`src/oasc_pkg.sv`:
```
// Package for the on/off activity state controller: register map, field
// positions, reset values, state encoding and timing counts.
// Assumes a single 20 MHz clock; long counts are re-exposed as parameters.
`default_nettype none
package oasc_pkg;
    // Register offsets
    localparam logic [7:0] OASC_ADDR_SHDWN   = 8'h0c;
    localparam logic [7:0] OASC_ADDR_WAKE    = 8'h0d;
    localparam logic [7:0] OASC_ADDR_MODE    = 8'h10;
    localparam logic [7:0] OASC_ADDR_CTRL    = 8'h11;
    localparam logic [7:0] OASC_ADDR_STAT    = 8'h12;
    localparam logic [7:0] OASC_ADDR_EVENT   = 8'h13;
    // Reset values (taken when the block is unpowered)
    localparam logic [7:0] OASC_WAKE_RST     = 8'hdf;
    localparam logic [7:0] OASC_MODE_RST     = 8'h00;
    localparam logic [7:0] OASC_CTRL_RST     = 8'h00;
    // Field positions
    localparam int OASC_SHDWN_GO_STBY        = 0;
    localparam int OASC_SHDWN_TOTRST         = 1;
    localparam int OASC_CTRL_USBBATCHK       = 4;
    localparam int OASC_WAKE_RTC             = 4;
    localparam int OASC_WAKE_USB             = 6;
    localparam int OASC_WAKE_ADP             = 7;
    localparam int OASC_MODE_ONKEY_LO        = 6;
    localparam int OASC_EVT_RTC              = 0;
    localparam int OASC_EVT_USB              = 1;
    localparam int OASC_EVT_ADP              = 2;
    localparam int OASC_EVT_LOWSYS           = 3;
    localparam int OASC_EVT_HIGHTMP          = 4;
    // Synchronised input vector positions
    localparam int OASC_IN_ONKEY  = 0;
    localparam int OASC_IN_EXT1   = 1;
    localparam int OASC_IN_BUBPRS = 4;
    localparam int OASC_IN_SYSOK  = 5;
    localparam int OASC_IN_BATOK  = 6;
    localparam int OASC_IN_TMPOK  = 7;
    localparam int OASC_IN_SYSMIN = 8;
    localparam int OASC_IN_SYSPRS = 9;
    localparam int OASC_IN_USB    = 10;
    localparam int OASC_IN_ADP    = 11;
    localparam int OASC_IN_RTC    = 12;
    localparam int OASC_IN_SHDWN  = 13;
    localparam int OASC_IN_KEEPA  = 14;
    localparam int OASC_IN_W      = 15;
    // Timing
    localparam int unsigned OASC_CLK_HZ      = 20_000_000;
    localparam int unsigned OASC_TO_LONG_S   = 8;
    localparam int unsigned OASC_TO_SHORT_S  = 1;
    localparam int unsigned OASC_ONKEY_HOLD_S = 1;
    localparam int unsigned OASC_GRACE_MS    = 2;
    localparam int unsigned OASC_STAB_MS     = 10;
    localparam int unsigned OASC_TO_LONG_CYC   = OASC_TO_LONG_S * OASC_CLK_HZ;
    localparam int unsigned OASC_TO_SHORT_CYC  = OASC_TO_SHORT_S * OASC_CLK_HZ;
    localparam int unsigned OASC_ONKEY_HOLD_CYC = OASC_ONKEY_HOLD_S * OASC_CLK_HZ;
    localparam int unsigned OASC_GRACE_CYC   = OASC_GRACE_MS * (OASC_CLK_HZ / 1000);
    localparam int unsigned OASC_STAB_CYC    = OASC_STAB_MS * (OASC_CLK_HZ / 1000);
    localparam int OASC_CNT_W = 28;
    // Activity states
    typedef enum logic [1:0] {
        OASC_UNPOWERED = 2'b00,
        OASC_SAVE      = 2'b01,
        OASC_STANDBY   = 2'b10,
        OASC_ACTIVE    = 2'b11
    } oasc_state_e;
endpackage
`default_nettype wire

```
`src/oasc_onoff_ctrl.sv`:
```
// On/off activity state controller: four-state power sequencer with
// register port, wake events, time-out timer and host reset output.
// Assumes pin and comparator flag inputs may be asynchronous to mclk; the register port is used unsynchronised.
//
// Contract
// - Status bits 0..3 show power button and three wake input levels.
// - Status bit 7 is 1 while die temperature is below maximum.
// - Exactly one of unpowered, save, standby, active is held.
// - Unpowered goes to save when supply exceeds minimum threshold.
// - Save drops to unpowered on supply loss with no backup battery, or on backup battery loss.
// - Save enters standby only with system ok and temperature ok.
// - With USB and battery check set, battery ok also required.
// - Standby returns to save on supply, temperature or battery fault.
// - Button falling edge and moded wake input edges wake standby.
// - A blocked edge wake event is discarded, not kept.
// - RTC, USB, adapter wakes are levels held by read-cleared bits.
// - Wake-enable bits gate waking but not event reporting.
// - Active enables supplies, releases host reset after settling.
// - Request bit, host-alive loss, shutdown edge give direct standby.
// - Mode-enabled button or wake input events start 8 s timer.
// - Supply below minimum moves active straight to save.
// - Low system voltage in active starts 8 s timer to save.
// - Over-temperature in active starts 1 s timer to save.
// - Save keeps only internal supplies running and holds pins.
// - Standby runs monitoring and permits the regulators.
// - Host has full register control in active.
`default_nettype none
module oasc_onoff_ctrl
    import oasc_pkg::*;
#(
    parameter int unsigned TO_LONG_CYC    = OASC_TO_LONG_CYC,
    parameter int unsigned TO_SHORT_CYC   = OASC_TO_SHORT_CYC,
    parameter int unsigned ONKEY_HOLD_CYC = OASC_ONKEY_HOLD_CYC,
    parameter int unsigned GRACE_CYC      = OASC_GRACE_CYC,
    parameter int unsigned STAB_CYC       = OASC_STAB_CYC
)
(
    input  wire logic       mclk,
    input  wire logic       reset_n,
    input  wire logic       onkey_in,
    input  wire logic       ext_wake_in_1,
    input  wire logic       ext_wake_in_2,
    input  wire logic       ext_wake_in_3,
    input  wire logic       bubpres_in,
    input  wire logic       sysok_in,
    input  wire logic       batok_in,
    input  wire logic       tmpok_in,
    input  wire logic       sysmin_ok_in,
    input  wire logic       syspres_in,
    input  wire logic       usb_present_in,
    input  wire logic       adapter_sense_in,
    input  wire logic       rtc_alarm_in,
    input  wire logic       shutdown_in,
    input  wire logic       host_alive_in,
    input  wire logic [7:0] reg_addr,
    input  wire logic       reg_wr,
    input  wire logic [7:0] reg_wdata,
    input  wire logic       reg_rd,
    output logic [7:0]      reg_rdata,
    output logic [1:0]      state_out,
    output logic            supplies_on,
    output logic            monitor_on,
    output logic            ldo_allowed,
    output logic            gpio_hold,
    input  wire logic       host_reset_out_i,
    output logic            host_reset_out_o,
    output logic            host_reset_out_oe
);
    typedef logic [OASC_CNT_W-1:0] oasc_cnt_t;
    // Two-stage synchronisers, plus a third stage for edge detection
    logic [OASC_IN_W-1:0] sy1_r, sy2_r, sy3_r;
    wire  [OASC_IN_W-1:0] raw_in = {host_alive_in, shutdown_in, rtc_alarm_in,
        adapter_sense_in, usb_present_in, syspres_in, sysmin_ok_in, tmpok_in,
        batok_in, sysok_in, bubpres_in, ext_wake_in_3, ext_wake_in_2,
        ext_wake_in_1, onkey_in};
    always_ff @(posedge mclk)
    begin
        if (!reset_n)
        begin
            sy1_r <= '0;
            sy2_r <= '0;
            sy3_r <= '0;
        end
        else
        begin
            sy1_r <= raw_in;
            sy2_r <= sy1_r;
            sy3_r <= sy2_r;
        end
    end
    wire [OASC_IN_W-1:0] rise = sy2_r & ~sy3_r;
    wire [OASC_IN_W-1:0] fall = ~sy2_r & sy3_r;

    oasc_state_e state_r, state_nxt;
    logic [7:0]  wake_r, mode_r, ctrl_r, evt_r;
    logic        grace_r;
    oasc_cnt_t   grace_cnt_r, stab_cnt_r, hold_cnt_r, to_cnt_r;
    logic        hold_done_r, to_run_r, to_save_r, rst_rel_r;

    // Register port decode; writes only count while active
    wire is_active = (state_r == OASC_ACTIVE);
    wire wr_ok     = reg_wr && is_active;
    wire wr_shdwn  = wr_ok && (reg_addr == OASC_ADDR_SHDWN);
    wire go_stby_w = wr_shdwn && reg_wdata[OASC_SHDWN_GO_STBY];
    wire totrst_w  = wr_shdwn && reg_wdata[OASC_SHDWN_TOTRST];
    wire rd_evt    = reg_rd && (reg_addr == OASC_ADDR_EVENT);

    // Fault-free condition gating save->standby and standby->active
    wire usb_chk   = sy2_r[OASC_IN_USB] && ctrl_r[OASC_CTRL_USBBATCHK];
    wire pwr_good  = sy2_r[OASC_IN_SYSOK] && sy2_r[OASC_IN_TMPOK]
                     && (!usb_chk || sy2_r[OASC_IN_BATOK]);
    wire save_lost = sy2_r[OASC_IN_BUBPRS] ? ~sy2_r[OASC_IN_BUBPRS]
                     : ~sy2_r[OASC_IN_SYSPRS];
    wire bub_lost  = sy3_r[OASC_IN_BUBPRS] & ~sy2_r[OASC_IN_BUBPRS];

    // Edge wake events: button falls, wake inputs on the moded edge
    function automatic logic [2:0] ext_edge(input logic [2:0] r, input logic [2:0] f,
                                            input logic [7:0] m, input logic want_wake);
        logic [2:0] e;
        e = '0;
        for (int i = 0; i < 3; i++)
            e[i] = (m[2*i] ~^ want_wake) ? r[i] : f[i];
        return e;
    endfunction
    wire [2:0] ext_wake_ev = ext_edge(rise[3:1], fall[3:1], mode_r, 1'b1);
    wire [2:0] ext_to_ev   = ext_edge(rise[3:1], fall[3:1], mode_r, 1'b0)
                             & {mode_r[5], mode_r[3], mode_r[1]};
    wire [1:0] onkey_mode  = mode_r[OASC_MODE_ONKEY_LO +: 2];
    wire edge_wake = (fall[OASC_IN_ONKEY] && wake_r[0])
                     || |(ext_wake_ev & wake_r[3:1]);
    // Level wakes hold while their event bits stay set
    wire lvl_wake  = (evt_r[OASC_EVT_RTC] && wake_r[OASC_WAKE_RTC])
                     || (evt_r[OASC_EVT_USB] && wake_r[OASC_WAKE_USB])
                     || (evt_r[OASC_EVT_ADP] && wake_r[OASC_WAKE_ADP]);

    // Time-out sources in active
    wire onkey_hold = (onkey_mode == 2'b01) && !sy2_r[OASC_IN_ONKEY]
                      && !hold_done_r && (hold_cnt_r == oasc_cnt_t'(ONKEY_HOLD_CYC - 1));
    wire stby_to_ev = is_active && (onkey_hold
                      || ((onkey_mode == 2'b10) && rise[OASC_IN_ONKEY])
                      || |ext_to_ev);
    wire lowsys_ev  = fall[OASC_IN_SYSOK];
    wire hightmp_ev = fall[OASC_IN_TMPOK];
    wire to_expired = to_run_r && (to_cnt_r == '0);
    wire direct_stby = (grace_r && grace_cnt_r == '0) || !sy2_r[OASC_IN_KEEPA]
                       || rise[OASC_IN_SHDWN];

    // Next activity state; only four legal codes exist
    always_comb
    begin
        state_nxt = state_r;
        unique case (state_r)
            OASC_UNPOWERED:
                if (sy2_r[OASC_IN_SYSMIN]) state_nxt = OASC_SAVE;
            OASC_SAVE:
                if (save_lost || bub_lost) state_nxt = OASC_UNPOWERED;
                else if (pwr_good) state_nxt = OASC_STANDBY;
            OASC_STANDBY:
                if (!pwr_good) state_nxt = OASC_SAVE;
                else if (edge_wake || lvl_wake) state_nxt = OASC_ACTIVE;
            OASC_ACTIVE:
                if (!sy2_r[OASC_IN_SYSMIN]) state_nxt = OASC_SAVE;
                else if (to_expired && to_save_r) state_nxt = OASC_SAVE;
                else if (to_expired || direct_stby) state_nxt = OASC_STANDBY;
        endcase
    end
    // A blocked edge event is not stored anywhere, so it is dropped

    // State, configuration and event registers
    always_ff @(posedge mclk)
    begin
        if (!reset_n || state_r == OASC_UNPOWERED)
        begin
            state_r <= reset_n ? state_nxt : OASC_UNPOWERED;
            wake_r  <= OASC_WAKE_RST;
            mode_r  <= OASC_MODE_RST;
            ctrl_r  <= OASC_CTRL_RST;
            evt_r   <= '0;
        end
        else
        begin
            state_r <= state_nxt;
            if (wr_ok && reg_addr == OASC_ADDR_WAKE) wake_r <= reg_wdata;
            if (wr_ok && reg_addr == OASC_ADDR_MODE) mode_r <= reg_wdata;
            if (wr_ok && reg_addr == OASC_ADDR_CTRL) ctrl_r <= reg_wdata;
            // New events win over the read that clears them
            evt_r <= (rd_evt ? 8'h00 : evt_r) | {3'h0, hightmp_ev, lowsys_ev,
                     rise[OASC_IN_ADP], rise[OASC_IN_USB], rise[OASC_IN_RTC]};
        end
    end

    // Read data; status mirrors synchronised levels
    wire [7:0] rd_mux = (reg_addr == OASC_ADDR_STAT)  ? sy2_r[7:0] :
                        (reg_addr == OASC_ADDR_CTRL)  ? ctrl_r :
                        (reg_addr == OASC_ADDR_MODE)  ? mode_r :
                        (reg_addr == OASC_ADDR_WAKE)  ? wake_r :
                        (reg_addr == OASC_ADDR_EVENT) ? evt_r : 8'h00;
    always_ff @(posedge mclk)
    begin
        if (!reset_n)
            reg_rdata <= 8'h00;
        else if (reg_rd)
            reg_rdata <= rd_mux;
    end

    // Go-standby grace and power-button hold counters
    always_ff @(posedge mclk)
    begin
        if (!reset_n || !is_active)
        begin
            grace_r     <= 1'b0;
            grace_cnt_r <= '0;
            hold_cnt_r  <= '0;
            hold_done_r <= 1'b1;   // Button held through wake does not arm
        end
        else
        begin
            if (go_stby_w && !grace_r)
            begin
                grace_r     <= 1'b1;
                grace_cnt_r <= oasc_cnt_t'(GRACE_CYC - 1);
            end
            else if (grace_r && grace_cnt_r != '0)
                grace_cnt_r <= grace_cnt_r - 1'b1;
            if (sy2_r[OASC_IN_ONKEY])
            begin
                hold_cnt_r  <= '0;
                hold_done_r <= 1'b0;
            end
            else if (!hold_done_r)
            begin
                hold_cnt_r  <= hold_cnt_r + 1'b1;
                hold_done_r <= onkey_hold;
            end
        end
    end

    // Time-out timer; host stops it by the timer-reset bit
    always_ff @(posedge mclk)
    begin
        if (!reset_n || !is_active)
        begin
            to_run_r  <= 1'b0;
            to_save_r <= 1'b0;
            to_cnt_r  <= '0;
        end
        else if (hightmp_ev)
        begin
            to_run_r  <= 1'b1;
            to_save_r <= 1'b1;
            to_cnt_r  <= oasc_cnt_t'(TO_SHORT_CYC - 1);
        end
        else if (lowsys_ev || (stby_to_ev && !to_run_r))
        begin
            to_run_r  <= 1'b1;
            to_save_r <= lowsys_ev;
            to_cnt_r  <= oasc_cnt_t'(TO_LONG_CYC - 1);
        end
        else if (totrst_w)
            to_run_r <= 1'b0;      // Host intervened
        else if (to_run_r && to_cnt_r != '0)
            to_cnt_r <= to_cnt_r - 1'b1;
    end

    // Supply settle counter and host reset release
    always_ff @(posedge mclk)
    begin
        if (!reset_n || !is_active)
        begin
            stab_cnt_r <= oasc_cnt_t'(STAB_CYC - 1);
            rst_rel_r  <= 1'b0;
        end
        else if (stab_cnt_r != '0)
            stab_cnt_r <= stab_cnt_r - 1'b1;
        else
            rst_rel_r <= 1'b1;
    end

    // Output flops; reset pin is pulled low whenever not released
    always_ff @(posedge mclk)
    begin
        if (!reset_n)
        begin
            state_out         <= OASC_UNPOWERED;
            supplies_on       <= 1'b0;
            monitor_on        <= 1'b0;
            ldo_allowed       <= 1'b0;
            gpio_hold         <= 1'b0;
            host_reset_out_o  <= 1'b0;
            host_reset_out_oe <= 1'b1;
        end
        else
        begin
            state_out         <= state_nxt;
            supplies_on       <= state_nxt == OASC_ACTIVE;
            monitor_on        <= state_nxt[1];
            ldo_allowed       <= state_nxt[1];
            gpio_hold         <= state_nxt == OASC_SAVE;
            host_reset_out_o  <= 1'b0;
            host_reset_out_oe <= !(rst_rel_r && state_nxt == OASC_ACTIVE);
        end
    end

    // Checks
    a_unpow_rise: assert property (@(posedge mclk) disable iff (!reset_n)
        state_r == OASC_UNPOWERED && sy2_r[OASC_IN_SYSMIN] |=> state_r == OASC_SAVE)
        else $error("unpowered did not rise to save");
    a_emerg_save: assert property (@(posedge mclk) disable iff (!reset_n)
        is_active && !sy2_r[OASC_IN_SYSMIN] |=> state_r == OASC_SAVE ##0 host_reset_out_oe)
        else $error("emergency save missed");
    a_stby_enter: assert property (@(posedge mclk) disable iff (!reset_n)
        state_r == OASC_SAVE ##1 state_r == OASC_STANDBY |-> $past(pwr_good))
        else $error("standby entered without power good");
    a_stby_fault: assert property (@(posedge mclk) disable iff (!reset_n)
        state_r == OASC_STANDBY && !sy2_r[OASC_IN_SYSOK] |=> state_r == OASC_SAVE)
        else $error("standby fault did not return to save");
    a_key_wake: assert property (@(posedge mclk) disable iff (!reset_n)
        state_r == OASC_STANDBY && pwr_good && fall[OASC_IN_ONKEY] && wake_r[0]
        |=> is_active)
        else $error("button wake missed");
    a_rst_held: assert property (@(posedge mclk) disable iff (!reset_n)
        $rose(is_active) |-> host_reset_out_oe [*2])
        else $error("host reset released too early");
    a_status_read: assert property (@(posedge mclk) disable iff (!reset_n)
        reg_rd && reg_addr == OASC_ADDR_STAT |=> reg_rdata == $past(sy2_r[7:0]))
        else $error("status read mismatch");
    a_evt_clear: assert property (@(posedge mclk) disable iff (!reset_n)
        rd_evt && state_r != OASC_UNPOWERED && rise[OASC_IN_RTC]
        |=> evt_r[OASC_EVT_RTC])
        else $error("event lost on clearing read");
    a_shdwn_edge: assert property (@(posedge mclk) disable iff (!reset_n)
        is_active && sy2_r[OASC_IN_SYSMIN] && rise[OASC_IN_SHDWN] && !to_expired
        |=> state_r == OASC_STANDBY)
        else $error("shutdown edge ignored");
    a_hot_timer: assert property (@(posedge mclk) disable iff (!reset_n)
        is_active && hightmp_ev |=> to_run_r && to_save_r)
        else $error("over-temperature timer not started");
endmodule
`default_nettype wire

```
`config.mk`:
```
export PLATFORM = sky130hd
export DESIGN_NAME = oasc_onoff_ctrl
export DESIGN_NICKNAME = d
export VERILOG_FILES = /design/src/oasc_pkg.sv /design/src/oasc_onoff_ctrl.sv
export SDC_FILE = /design/constraint.sdc
export NUM_CORES = 1
export LEC_CHECK = 0
export BUFFER_PORTS_ARGS = -buffer_cell sky130_fd_sc_hd__buf_2
export CAP_MARGIN = 20
export CORE_ASPECT_RATIO = 0.75
export CORE_UTILIZATION = 60
export DETAILED_ROUTE_END_ITERATION = 8
export GPL_ROUTABILITY_DRIVEN = 0
export PLACE_DENSITY = 0.79
export SYNTH_ARGS = -nofsm -noshare
export SYNTH_HDL_FRONTEND = slang
export SYNTH_SLANG_ARGS = --single-unit
```
`constraint.sdc`:
```
create_clock -name mclk -period 2.5 [get_ports mclk]
set_input_delay 0.25 -clock mclk [delete_from_list [all_inputs] [get_ports mclk]]
set_output_delay 0.25 -clock mclk [all_outputs]
set_load 0.005 [all_outputs]
```
* Yosys cells after proc, flatten, opt, wreduce, memory -nomap -nowiden
Index checks and enable logic that the tools add are counted.
** Storage, ports and cells
- Register bits after elaboration :: 209
** Operators by class
- Add/subtract/negate cells :: 4
- Eq/ne operators :: 16
- Muxes and demuxes :: 37
- Bitwise logic cells :: 11
- Reductions and logical operators :: 71
** Operator list (number)
- $mux 28 :: 3
- $reduce_bool 28->1 :: 3
- $sub 28x1->28 const B :: 3
- $logic_not 28->1 :: 2
- $mux 8 :: 6
- $eq 8x5->1 const B :: 4
- $mux 16 :: 2
- $add 28x1->28 const B :: 1
- $eq 28x25->1 const B :: 1
- $logic_and 1x1->1 :: 28
- $mux 25 :: 1
- $mux 2 :: 10
- $eq 8x4->1 const B :: 2
- $and 14x14->14 :: 1
- $logic_or 1x1->1 :: 14
- $mux 1 :: 14
- $not 14->14 :: 1
- $logic_not 1->1 :: 9
- $reduce_or 3->1 :: 3
- $and 8x8->8 :: 1
- $eq 2x2->1 const B :: 4
- $not 8->8 :: 1
- $or 8x5->8 :: 1
- $pmux 2 s4 :: 1
- other kinds (11) :: 23

* Longest topological paths before layout
Gate-level depths: netlist of run 1.
- Depth in word-level cells :: 13
- Mapped depth :: 9
- Depth with buffers taken out :: 9

* Worst setup path after synthesis of run 1
OpenSTA, ideal clock, no wires.
- Path type :: reg-to-reg
- From :: register to_cnt_r[8]
- To :: register to_cnt_r[8]
- Arrival :: 2.128 ns
- Data required time :: 2.344 ns
- Path slack :: 0.216 ns
- Stages on the path, launching flop included :: 8
- Period minus slack after synthesis :: 2.284 ns
- Cells stage by stage :: dfxtp_1 or4_4 or4_4 o31a_4 buf_6 nand2_1 xor2_1 a21oi_1
** Between the ends
- Word-level cells in the longest chain between the ends :: 4
- Elaborated cells between the ends (all ways) :: 8
- Those cells by class :: 1 x add/sub; 3 x mux; 4 x reduce/logical
** Ends and longest elaborated chain
- start, declared :: RTL line oasc_onoff_ctrl.sv:97 : oasc_cnt_t grace_cnt_r, stab_cnt_r, hold_cnt_r, to_cnt_r;
- start signal, assigned :: RTL line oasc_onoff_ctrl.sv:251 : to_cnt_r <= oasc_cnt_t'(TO_SHORT_CYC - 1);
- start signal, assigned :: RTL line oasc_onoff_ctrl.sv:257 : to_cnt_r <= oasc_cnt_t'(TO_LONG_CYC - 1);
- start signal, assigned :: RTL line oasc_onoff_ctrl.sv:262 : to_cnt_r <= to_cnt_r - 1'b1;
- $sub 28x1->28 / $reduce_bool 28->1 (equally long branches) :: RTL line oasc_onoff_ctrl.sv:262, oasc_onoff_ctrl.sv:261
- $mux 28 / $logic_and 1x1->1 (equally long branches) :: RTL line oasc_onoff_ctrl.sv:261 : else if (to_run_r && to_cnt_r != '0)
- $mux 28 / $reduce_bool 2->1 (equally long branches)
- $mux 28 / $reduce_and 2->1 (equally long branches)
Parallel ways exist; a longest one is shown, timed or not. The select of a mux whose other input is x is not followed.
A chain may end at the register's enable or synchronous reset.

* Worst setup path after layout of run 1
- From :: register to_cnt_r[8]
- To :: register host_reset_out_oe
** Between the ends
- Word-level cells in the longest chain between the ends :: 10
- Elaborated cells between the ends (all ways) :: 11
- Those cells by class :: 1 x eq/ne; 4 x mux; 6 x reduce/logical
** Ends and longest elaborated chain
- $logic_not 28->1 (*) :: RTL line oasc_onoff_ctrl.sv:144 : wire to_expired = to_run_r && (to_cnt_r == '0);
- $logic_and 1x1->1 (*) :: RTL line oasc_onoff_ctrl.sv:144
- $logic_or 1x1->1 :: RTL line oasc_onoff_ctrl.sv:164 : else if (to_expired || direct_stby) state_nxt = OASC_STANDBY;
- $mux 2 :: RTL line oasc_onoff_ctrl.sv:164
- $mux 2 (*) :: RTL line oasc_onoff_ctrl.sv:163 : else if (to_expired && to_save_r) state_nxt = OASC_SAVE;
- $mux 2 (*) :: RTL line oasc_onoff_ctrl.sv:162 : if (!sy2_r[OASC_IN_SYSMIN]) state_nxt = OASC_SAVE;
- $pmux 2 s4 (*) :: RTL line oasc_onoff_ctrl.sv:152 : unique case (state_r)
- $eq 2x2->1 (*) :: RTL line oasc_onoff_ctrl.sv:300 : host_reset_out_oe <= !(rst_rel_r && state_nxt == OASC_ACTIVE);
- $logic_and 1x1->1 (*) :: RTL line oasc_onoff_ctrl.sv:300
- $logic_not 1->1 (*) :: RTL line oasc_onoff_ctrl.sv:300
- end signal, assigned :: RTL line oasc_onoff_ctrl.sv:300
- end, declared :: RTL line oasc_onoff_ctrl.sv:67 : output logic host_reset_out_oe
Mark *: on every way between the ends. The rest lies on a longest branch, timed or not.

==> summary.md, run 1 <==
| Metric | Value |
|---|---|
| Fin nets | `between 1000 and 1500` |
| Delay of the slowest critical-path stage | `0.59 ns` |
| # diodes | `0` |
| I/O pin count | `52` |
| First-pass GRT wire length | `around 32000 µm` |
| Total Routing Usage GR | `0.2601` |
| Worst Hold Class | `in2reg` |
| CP Capture Type | `flip-flop` |
| Grt met2 use | `0.4275` |
| Tcrit/Tclk final | `0.9644` |
| Initial antenna violation count | `0` |
| Slew HR | `0.5762` |
| Number of synthesized register bits | `201` |
| Mapped Cells | `986` |
| RSZ-0062 raised after global routing | `false` |
| Clk buf depth | `3` |
| Synth async-reset ratio | `0` |
| Fin. max-slew vios | `0` |
| Status | `finished, final reports clean` |
| Peak VDD IR | `0.5958 mV` |
| Synth cell types | `68` |
| Worst Hold End | `wake_r[2]` |
| Worst EP required | `approximately 2.9 ns` |
| Top delay family on crit path | `simple AND/OR/NAND/NOR gates` |
| Fmax | `414.8 MHz` |
| Die ar. | `15180 µm²` |
| Antenna Nets Post-Route | `0` |
| Min Tclk post-route | `~2.4 ns` |
| Kind of critical path | `reg2reg` |
| Htree depth | `1` |
| Critical Path Source Type | `flip-flop` |
| Clock skew | `around 0.011 ns` |
| Clock-pin slew on the worst setup and hold paths | `0.06 ns` |
| HP Start | `reg_wdata[2]` |
| Synth-to-layout area growth | `16.89%` |
| Worst r2r src | `to_cnt_r[8]` |
| Proportion of layout cells with a drive suffix above 1 | `0.1380` |
| Largest net degree at the start of global routing | `37` |
| Sink Count | `between 200 and 250` |
| Setup TNS Final | `0 ns` |
| WHS Path Cells | `3` |
| Static Leakage | `3.824 nW` |
| Number of global-route vias before repair | `approximately 6800` |
| Die Y | `roughly 110 µm` |
| # fillers | `roughly 1100` |
| Iter 0 DRT Violations | `about 570` |
| Worst skew pair latency | `0.50 ns` |
| Number of synthesized flops with an enable pin | `0` |
| Via count | `around 7300` |
| CP cell instances | `or4_4 -> nor4_2 -> nand2_1 -> o31a_1 -> o221a_2 -> clkinv_1 -> nand3_1` |
| Starting Density | `0.6283` |
| Buf/Inv on CP | `1` |
| Gr busiest metal | `met2` |
| Chip width | `142.0 µm` |
| Remaining DRCs | `0` |
| Register area share after synthesis | `0.4566` |
| R2R Setup Slk | `between 0.08 and 0.09 ns` |
| Post-Route WL | `19530 µm` |
| CP Max Fanout | `5` |
| R2R cell count | `7` |
| Critical R2R Capture | `host_reset_out_oe` |
| Final Hold Slack | `about 0.025 ns` |
| M3 GR Usage | `0.04422` |
| Vias/cell | `5.671` |
| GRT Residual Overflow | `0` |
| Slowest-stage cell, CP | `or4_4` |
| Ys Warns | `0` |
| Max-capacitance violation count | `0` |
| Synthesized area per cell | `approximately 8.9 µm²` |
| Least-Margin Pin Slew | `around 0.63 ns` |
| Post-Synthesis Cell Area | `about 8800 µm²` |
| IO Port Bufs | `49` |
| Worst endpoint data arrival time | `~2.8 ns` |
| Total power | `between 0.006 and 0.007 W` |
| Per-cell routed wire length | `approximately 15 µm` |
| PwrDens | `624.3 nW/µm²` |
| Drt pass-1 iters | `7` |
| TritonCTS clock tree | `built` |
| Total CTS buffers | `21` |
| CTS Root Cell | `clkbuf_16` |
| Count of final setup violators | `0` |
| Std cell rows | `37` |
| Core area | `approximately 14000 µm²` |
| Dpl hpwl | `between 10000 and 15000 µm` |
| Finished Layout Cells | `1289` |
| Placed insts | `1235` |
| Fin. Hold Viols | `0` |
| Met1 usage | `0.3578` |
| Syn nets | `1029` |
| Dominant register cell in the synthesized netlist | `dfxtp_1` |
## report_power, final
part           switching, W  total, W  internal, W
Combinational     0.0000816  0.000162    0.0000807
Sequential        0.0000183   0.00326      0.00324
Clock               0.00127   0.00301      0.00175
Total               0.00137   0.00643      0.00507
## area by class of cell
cell class / count / area [µm²] / area share
Sequential cell: 201 / 4024 / 0.3906
Multi-Input combinational cell: 733 / 4584 / 0.4450
Timing Repair Buffer: 110 / 740.7 / 0.07190
Inverter: 12 / 45.04 / 0.004372
Clock inverter: 10 / 82.58 / 0.008016
Clock buffer: 28 / 581.8 / 0.05647
Tap cell: 195 / 244.0 / 0.02368
## worst max path at each step
stage                       start           endpoint  cells past startpoint
floorplan             to_cnt_r[8]        to_cnt_r[8]                      7
global placement    hold_cnt_r[0]       to_cnt_r[11]                      8
detailed placement    to_cnt_r[8]  host_reset_out_oe                      7
CTS                   to_cnt_r[8]  host_reset_out_oe                      7
global route          to_cnt_r[8]       state_out[1]                      6
finish                to_cnt_r[8]  host_reset_out_oe                      7
## layer usage
metal	vias up	wire length, µm
li1	3655	-
met1	3387	9245
met2	229	8708
met3	39	1183
met4	0	387
met5	-	0
## cells in the mapped netlist, types with 11 or more instances
library cell,number,share of area
nand2b_1,11,0.0078
clkbuf_1,28,0.012
nand3_1,48,0.027
nor4_1,25,0.018
nor2_1,125,0.053
xor2_1,47,0.047
nand4_1,17,0.012
mux2i_1,34,0.039
nor3b_1,13,0.011
o21ai_0,31,0.018
nand2_1,59,0.025
nor3_1,40,0.023
dfxtp_1,201,0.46
and2_1,45,0.032
a21oi_1,57,0.032
inv_1,11,0.0047
xnor2_1,47,0.047
## placed cells by master, fill, tap and decap left out, types with 40 or more instances in the layout
master	instances
nand3_1	48
dfxtp_1	201
buf_4	44
nor2_1	125
xor2_1	47
nor3_1	40
nand2_1	59
xnor2_1	47
a21oi_1	57
buf_2	50
and2_1	45
## flip-flops by register name (all words and copies together), names as in the netlist, 11 cells and up
| register | cells |
|---|---|
| sy3_r | 11 |
| to_cnt_r | 28 |
| sy2_r | 15 |
| sy1_r | 15 |
| stab_cnt_r | 28 |
| grace_cnt_r | 28 |
| hold_cnt_r | 28 |
## metrics by stage
step	instance area [µm²]	setup WS, ns	util
detailed placement	9465	0.1205	0.6748
global placement	9460	0.06971	0.6744
CTS	10290	0.08393	0.7336
floorplan	8813	0.2164	-
global route	10300	0.01207	0.7345
finish	10300	0.08904	0.7345
## logic make-up after synthesis
| family | count (synthesis) | share of synthesized area |
|---|---|---|
| adder cells (fa/ha/maj) | 7 | 0.009937 |
| AO/OA/AOI/OAI | 129 | 0.09228 |
| multiplexers | 35 | 0.03989 |
| AND/OR/NAND/NOR | 467 | 0.2828 |
| XOR/XNOR | 94 | 0.09341 |
| buffers and inverters | 52 | 0.02470 |
| other | 1 | 0.0004255 |
| flip-flops | 201 | 0.4566 |
## worst min-delay path: stages
cell and delay, ns:
buf_2 0.10, mux2i_1 0.08, nand2_1 0.06
## timing repair
| item | 4_1_cts | 5_1_grt |
|---|---|---|
| endpoints found under the setup margin | 0 | 8 |
| setup buffers | 0 | 0 |
| hold buffers | 16 | 0 |
| hold endpoints to repair | 16 | 0 |
| gates resized for setup | 0 | 2 |
No activity file was read; power rests on OpenSTA's default activity.
==> inputs of run 2 (changes only) <==
--- a/config.mk
+++ b/config.mk
@@ -5,13 +5,14 @@
 export SDC_FILE = /design/constraint.sdc
 export NUM_CORES = 1
 export LEC_CHECK = 0
+export ABC_AREA = 1
 export BUFFER_PORTS_ARGS = -buffer_cell sky130_fd_sc_hd__buf_2
 export CAP_MARGIN = 20
 export CORE_ASPECT_RATIO = 0.75
 export CORE_UTILIZATION = 60
 export DETAILED_ROUTE_END_ITERATION = 8
 export GPL_ROUTABILITY_DRIVEN = 0
-export PLACE_DENSITY = 0.79
+export PLACE_DENSITY = 0.78
 export SYNTH_ARGS = -nofsm -noshare
 export SYNTH_HDL_FRONTEND = slang
 export SYNTH_SLANG_ARGS = --single-unit
==> run 2 against run 1 <==
  * Clock skew up 0.0030 ns
  * Cell area is 11% higher
  * Fmax grew 14%
  * Sequential power about the same
  * First-iteration DRC count up 36%
  * Setup slack gained 0.30 ns
  * Final cell count grew 39%
  * Global-route usage rose by 3.0 points
  * Combinational power rose by 7%
  * Synthesized cell count increased by 51%
  * Clock-buffer cell count shrank 2
  * Clock power increased by 19%
==> summary.md, run 2 <==
| Metric | Value |
|---|---|
| Status | `finished, final reports clean` |
| Via count | `9445` |
| Chip width | `151.4 µm` |
| Worst skew pair latency | `~0.5 ns` |
| Gr busiest metal | `met2` |
| Delay of the slowest critical-path stage | `0.34 ns` |
| Most frequent cells in the layout | `nand2_1, nor2_1, dfxtp_1` |
| Fin. Hold Viols | `0` |
| CTS Root Cell | `clkbuf_16` |
| TritonCTS clock tree | `built` |
| Grt met2 use | `0.4402` |
| Most frequent cell after synthesis | `nand2_1` |
| Critical path origin | `grace_cnt_r[19]` |
| Dpl hpwl | `between 15000 and 20000 µm` |
| Mapped Cells | `1490` |
| Count of final setup violators | `0` |
| RSZ-0062 raised after global routing | `false` |
| Dominant register cell in the synthesized netlist | `dfxtp_1` |
| Per-cell routed wire length | `roughly 14 µm` |
| Top delay family on crit path | `simple AND/OR/NAND/NOR gates` |
| Synthesized area per cell | `roughly 6.7 µm²` |
| Total Routing Usage GR | `0.2901` |
| Most common cell after layout, fill and taps aside | `nand2_1` |
| Synth async-reset ratio | `0` |
| Post-synthesis xor/xnor area fraction | `0.04446` |
| Std cell rows | `40` |
| Clk buf depth | `3` |
| Top post-synthesis cells by count | `nand2_1, nor2_1, dfxtp_1, inv_1, a21oi_1` |
| Slowest-stage cell, CP | `dfxtp_1` |
| Placed insts | `between 1500 and 2000` |
| CP most frequent cell | `nor2_1` |
| Die Y | `~110 µm` |
| Post-synthesis simple-gate area fraction | `0.3573` |
| Synth Area in Compound Gates | `0.09379` |
| Iter 0 DRT Violations | `between 700 and 800` |
| Sw frac | `0.2045` |
| Synth cell types | `slightly below 50` |
| Setup TNS Final | `0 ns` |
| Number of global-route vias before repair | `~8600` |
| Starting Density | `0.6214` |
| Largest family of logic cells by synthesized area | `simple AND/OR/NAND/NOR gates` |
| Place WS | `0.4496 ns` |
| R2R Setup Slk | `about 0.39 ns` |
| Design Area, Final | `around 11000 µm²` |
| Max-capacitance violation count | `0` |
| Proportion of layout cells with a drive suffix above 1 | `0.1072` |
| GRT Residual Overflow | `0` |
| CP Max Fanout | `22` |
| Synth-to-layout area growth | `14.04%` |
| Final Hold Slack | `around 0.037 ns` |
| Met1 usage | `0.4196` |
| Area contributors post-synth | `dfxtp_1, nand2_1, nor2_1, inv_1, a21oi_1` |
| Fin nets | `about 1600` |
| Worst endpoint data arrival time | `~2.5 ns` |
| Antenna Nets Post-Route | `0` |
| Buf/Inv on CP | `1` |
| IO Port Bufs | `49` |
| Synth Area in Adders | `0.008718` |
| Power share of the combinational group | `0.025` |
| Post-Synthesis Cell Area | `between 10000 and 15000 µm²` |
| Top cell type by total area after synthesis | `dfxtp_1` |
| Number of synthesized flops with an enable pin | `0` |
| Remaining DRCs | `0` |
| I/O pin count | `52` |
| Mux cell area share after synthesis | `0` |
| Sink Count | `approximately 200` |
| P_int | `roughly 0.0056 W` |
| Post-CTS Setup Bufs | `0` |
| Worst EP required | `~2.9 ns` |
| Finished Layout Cells | `approximately 1800` |
| Worst r2r src | `grace_cnt_r[19]` |
| Kind of critical path | `reg2reg` |
| Fmax | `~470 MHz` |
| Dpl cell area | `roughly 10000 µm²` |
| Worst Hold Class | `in2reg` |
| Fin worst setup slack | `slightly below 0.4 ns` |
| Initial antenna violation count | `0` |
| PwrDens | `611.0 nW/µm²` |
| Htree depth | `1` |
| Drt pass-1 iters | `5` |
| Synth top area share | `0.4005` |
| Register area share after synthesis | `0.4005` |
| Fin. max-slew vios | `0` |
| Clock-pin slew on the worst setup and hold paths | `~0.060 ns` |
| Min Tclk post-route | `approximately 2.1 ns` |
| Ys Warns | `0` |
| Clock share of power | `0.510` |
| CP Capture Type | `flip-flop` |
| Core area | `between 15000 and 20000 µm²` |
| # diodes | `0` |
| Static Leakage | `approximately 5.3 nW` |
| Largest net degree at the start of global routing | `just under 50` |
| Post-Route WL | `approximately 24000 µm` |
| M3 GR Usage | `0.05657` |
| Total CTS buffers | `21` |
| CP cell instances | `nor2_1 -> nand4_1 -> nor2_1 -> nand2_1 -> nand2_2 -> buf_4 -> o21ai_0 -> a31oi_1 -> nor2_1` |
| Vias/cell | `between 5 and 6` |
| Sequential power share | `0.465` |
| Slew HR | `0.4626` |
| First-pass GRT wire length | `~40000 µm` |
| Least-Margin Pin Slew | `~0.81 ns` |
| NetSw | `~0.0014 W` |
| Die ar. | `between 15000 and 20000 µm²` |
| Clock skew | `0.01431 ns` |
| Number of synthesized register bits | `about 200` |
| Critical Path Source Type | `flip-flop` |
| Tcrit/Tclk final | `0.8447` |
| HP Start | `reg_wdata[2]` |
| Post-cts sizing count | `0` |
| Syn nets | `~1500` |
| Peak VDD IR | `0.6996 mV` |
## run 2: power by group through the flow
stage	Clock, W	Sequential [W]	Combinational (W)
final	0.00357	0.00326	0.000173
after global placement	0	0.00332	0.000145
after floorplan	0	0.00332	0.0000840
after global routing	0.00375	0.00326	0.000197
after CTS	0.00361	0.00325	0.000170
after detailed placement	0	0.00333	0.000149
## run 2: cell type report
type | instances | area (µm²)
fill | 1352 | 4710
clock inverter | 12 | 220.2
timing repair buffer | 78 | 505.5
inverter | 213 | 799.5
tap | 210 | 262.8
sequential | 201 | 4024
clock buffer | 26 | 574.3
multi-input combinational | 1046 | 5070
## run 2: what timing repair did
item | 4_1_cts | 5_1_grt
setup endpoints to repair | 0 | 0
hold endpoints to repair | 17 | 0
hold buffers | 17 | 0
## run 2: cells by family (layout without fill, tap and decap cells)
logic type | after synthesis | count (layout)
XOR/XNOR | 51 | 51
AO/OA/AOI/OAI | 174 | 174
buffers and inverters | 243 | 329
flip-flops | 201 | 201
other | 1 | 1
adder cells (fa/ha/maj) | 7 | 7
AND/OR/NAND/NOR | 813 | 813
## run 2: path summary, 6_finish.rpt
kind | endpoint | depth (start not counted)
max | grace_cnt_r[4] | 9
min | wake_r[2] | 3
max reg2reg | grace_cnt_r[4] | 9
min reg2reg | sy2_r[2] | 2
## run 2: metal layers
| metal | part of all wire | vias up | wire, µm |
|---|---|---|---|
| met5 | 0 | - | 0 |
| met4 | 0.021 | 0 | 515 |
| met3 | 0.074 | 45 | 1794 |
| met2 | 0.41 | 315 | 10070 |
| met1 | 0.49 | 4261 | 12000 |
| li1 | - | 4824 | - |
## run 2: per-stage QoR
stage / total power, W / util
3_5_place_dp: 0.003475 / 0.6490
4_1_cts: 0.007032 / 0.7087
5_1_grt: 0.007199 / 0.7087
2_1_floorplan: 0.003405 / -
6_report: 0.007000 / 0.7087
3_3_place_gp: 0.003470 / 0.6490
## run 2: worst reg2reg max path: cells and delay by family, from the launching register on
kind / cells / cell delay (ns)
flops: 1 / 0.34
simple gates: 6 / 1.07
compound gates: 2 / 0.29
buf+inv: 1 / 0.29
==> inputs of run 3 (changes only) <==
==> constraint.sdc (replaced) <==
create_clock -name mclk -period 2 [get_ports mclk]
set_input_delay 0.2 -clock mclk [delete_from_list [all_inputs] [get_ports mclk]]
set_output_delay 0.2 -clock mclk [all_outputs]
set_load 0.005 [all_outputs]
==> run 3 against run 2 <==
  * First-iteration DRC count up 14%
  * Global-route usage is 0.67 points higher
  * Setup slack worse by 0.24 ns
  * Sequential share of layout area is 0.86 points lower
  * Core utilization grew 1.8 points
  * Largest cell class unchanged
  * Highest routed layer unchanged
==> summary.md, run 3 (synthesized netlist as in run 2, its figures left out) <==
| Metric | Value |
|---|---|
| Critical Path Source Type | `flip-flop` |
| Initial antenna violation count | `0` |
| Fin. max-slew vios | `0` |
| CTS Root Cell | `clkbuf_16` |
| Placed insts | `about 1800` |
| Htree depth | `1` |
| Post-Route WL | `roughly 25000 µm` |
| Total Routing Usage GR | `0.2968` |
| Most common cell after layout, fill and taps aside | `nand2_1` |
| First-pass GRT wire length | `approximately 41000 µm` |
| Dpl hpwl | `about 18000 µm` |
| Fin. Hold Viols | `0` |
| CP Capture Type | `flip-flop` |
| Dpl cell area | `~11000 µm²` |
| Worst skew pair latency | `approximately 0.5 ns` |
| Design Area, Final | `between 10000 and 15000 µm²` |
| Drt pass-1 iters | `6` |
| CP Max Fanout | `10` |
| Worst endpoint data arrival time | `2.28 ns` |
| Number of global-route vias before repair | `8629` |
| Iter 0 DRT Violations | `around 880` |
| I/O pin count | `52` |
| Finished Layout Cells | `between 1500 and 2000` |
| Synth-to-layout area growth | `16.90%` |
| Via count | `about 9600` |
| Least-Margin Pin Slew | `between 0.6 and 0.7 ns` |
| Clock-pin slew on the worst setup and hold paths | `0.07 ns` |
| Count of final setup violators | `0` |
| Total CTS buffers | `21` |
| Place WS | `0.08299 ns` |
| Worst EP required | `~2.4 ns` |
| Slew HR | `0.5829` |
| Remaining DRCs | `0` |
| Max-capacitance violation count | `0` |
| IO Port Bufs | `about 50` |
| GRT Residual Overflow | `0` |
| Fmax | `541.0 MHz` |
| M3 GR Usage | `0.05618` |
| Per-cell routed wire length | `13.58 µm` |
| Fin nets | `between 1500 and 2000` |
| Peak VDD IR | `between 0.7 and 0.8 mV` |
| Chip width | `about 150 µm` |
| Min Tclk post-route | `1.848 ns` |
| Vias/cell | `approximately 5.3` |
| Kind of critical path | `reg2reg` |
| Static Leakage | `5.452 nW` |
| Core area | `16170 µm²` |
| Final Util | `0.7265` |
| Starting Density | `0.6214` |
| Most frequent cells in the layout | `nand2_1, nor2_1, dfxtp_1` |
| Antenna Nets Post-Route | `0` |
| Std cell rows | `40` |
| PwrDens | `~740 nW/µm²` |
| Final Hold Slack | `roughly 0.028 ns` |
| # diodes | `0` |
| Worst Hold Class | `in2reg` |
| Fin worst setup slack | `about 0.15 ns` |
| Gr busiest metal | `met1` |
| Sink Count | `about 200` |
| TritonCTS clock tree | `built` |
| Met1 usage | `0.4448` |
| Die Y | `114.1 µm` |
| Proportion of layout cells with a drive suffix above 1 | `0.1291` |
| Clk buf depth | `3` |
| Largest net degree at the start of global routing | `between 40 and 50` |
| Status | `finished, final reports clean` |
| Die ar. | `between 15000 and 20000 µm²` |
| Tcrit/Tclk final | `0.9242` |
| Grt met2 use | `0.4408` |
| Clock skew | `0.01266 ns` |
## run 3: cell count changes in the layout (fill, tap and decap cells not counted), moves of 2 or more
cell / change
buf_4: +30
dlygate4sd3_1: +4
clkinv_2: +3
nor2_1: -3
clkbuf_1: -2
inv_2: -2
inv_4: +2
nand2_1: -2
nor2_2: +2
## run 3: worst max-delay path, stage by stage, from the launching register on
cell,delay [ns]
dfxtp_1,0.31
inv_1,0.08
ha_1,0.24
nand2_1,0.07
nor2_1,0.05
nand2_2,0.07
nor2_4,0.06
nor2_4,0.25
buf_4,0.20
nand4_2,0.12
o21ai_1,0.15
nand2_1,0.08
nor2_1,0.11
## run 3: layer usage
| layer | part of all wire | wire, µm | vias up |
|---|---|---|---|
| met4 | 0.018 | 455 | 0 |
| li1 | - | - | 4931 |
| met5 | 0 | 0 | - |
| met1 | 0.49 | 12150 | 4265 |
| met3 | 0.082 | 2033 | 40 |
| met2 | 0.41 | 10090 | 358 |
## run 3: layout make-up
type	count	area (µm²)
flip-flops and latches	201	4024
repair buffers	112	770.7
repair inverters	1	7.507
fillers	1332	4422
clock buffers	25	580.6
multi-input cells	1046	5092
clock inverters	13	197.7
inverters	213	808.3
well taps	210	262.8
## run 3: path summary, 6_finish.rpt
check	slack, ns	start	end	depth (start not counted)
setup reg to reg	0.15	to_cnt_r[0]	to_cnt_r[18]	12
hold / removal	0.03	reg_wdata[0]	ctrl_r[0]	3
setup / recovery	0.15	to_cnt_r[0]	to_cnt_r[18]	12
hold reg to reg	0.41	sy1_r[7]	sy2_r[7]	2
## run 3: repair_timing
action | in CTS | in global routing
hold endpoints to repair | 24 | 0
hold buffers | 21 | 0
setup buffers | 0 | 6
endpoints found under the setup margin | 0 | 29
gates resized for setup | 0 | 11
## run 3: through the flow
stage | power, W | setup TNS, ns
floorplan | 0.004257 | 0
global placement | 0.004338 | 0
detailed placement | 0.004342 | 0
CTS | 0.008699 | 0
global route | 0.008908 | -0.07343
finish | 0.008647 | 0
## run 3: power breakdown
group          leakage, nW  internal (W)  total (W)  switching (W)
Clock                0.391       0.00272    0.00435        0.00163
Combinational         3.43     0.0000960   0.000223       0.000127
Sequential            1.63       0.00405    0.00407      0.0000232
Total                 5.45       0.00687    0.00865        0.00178
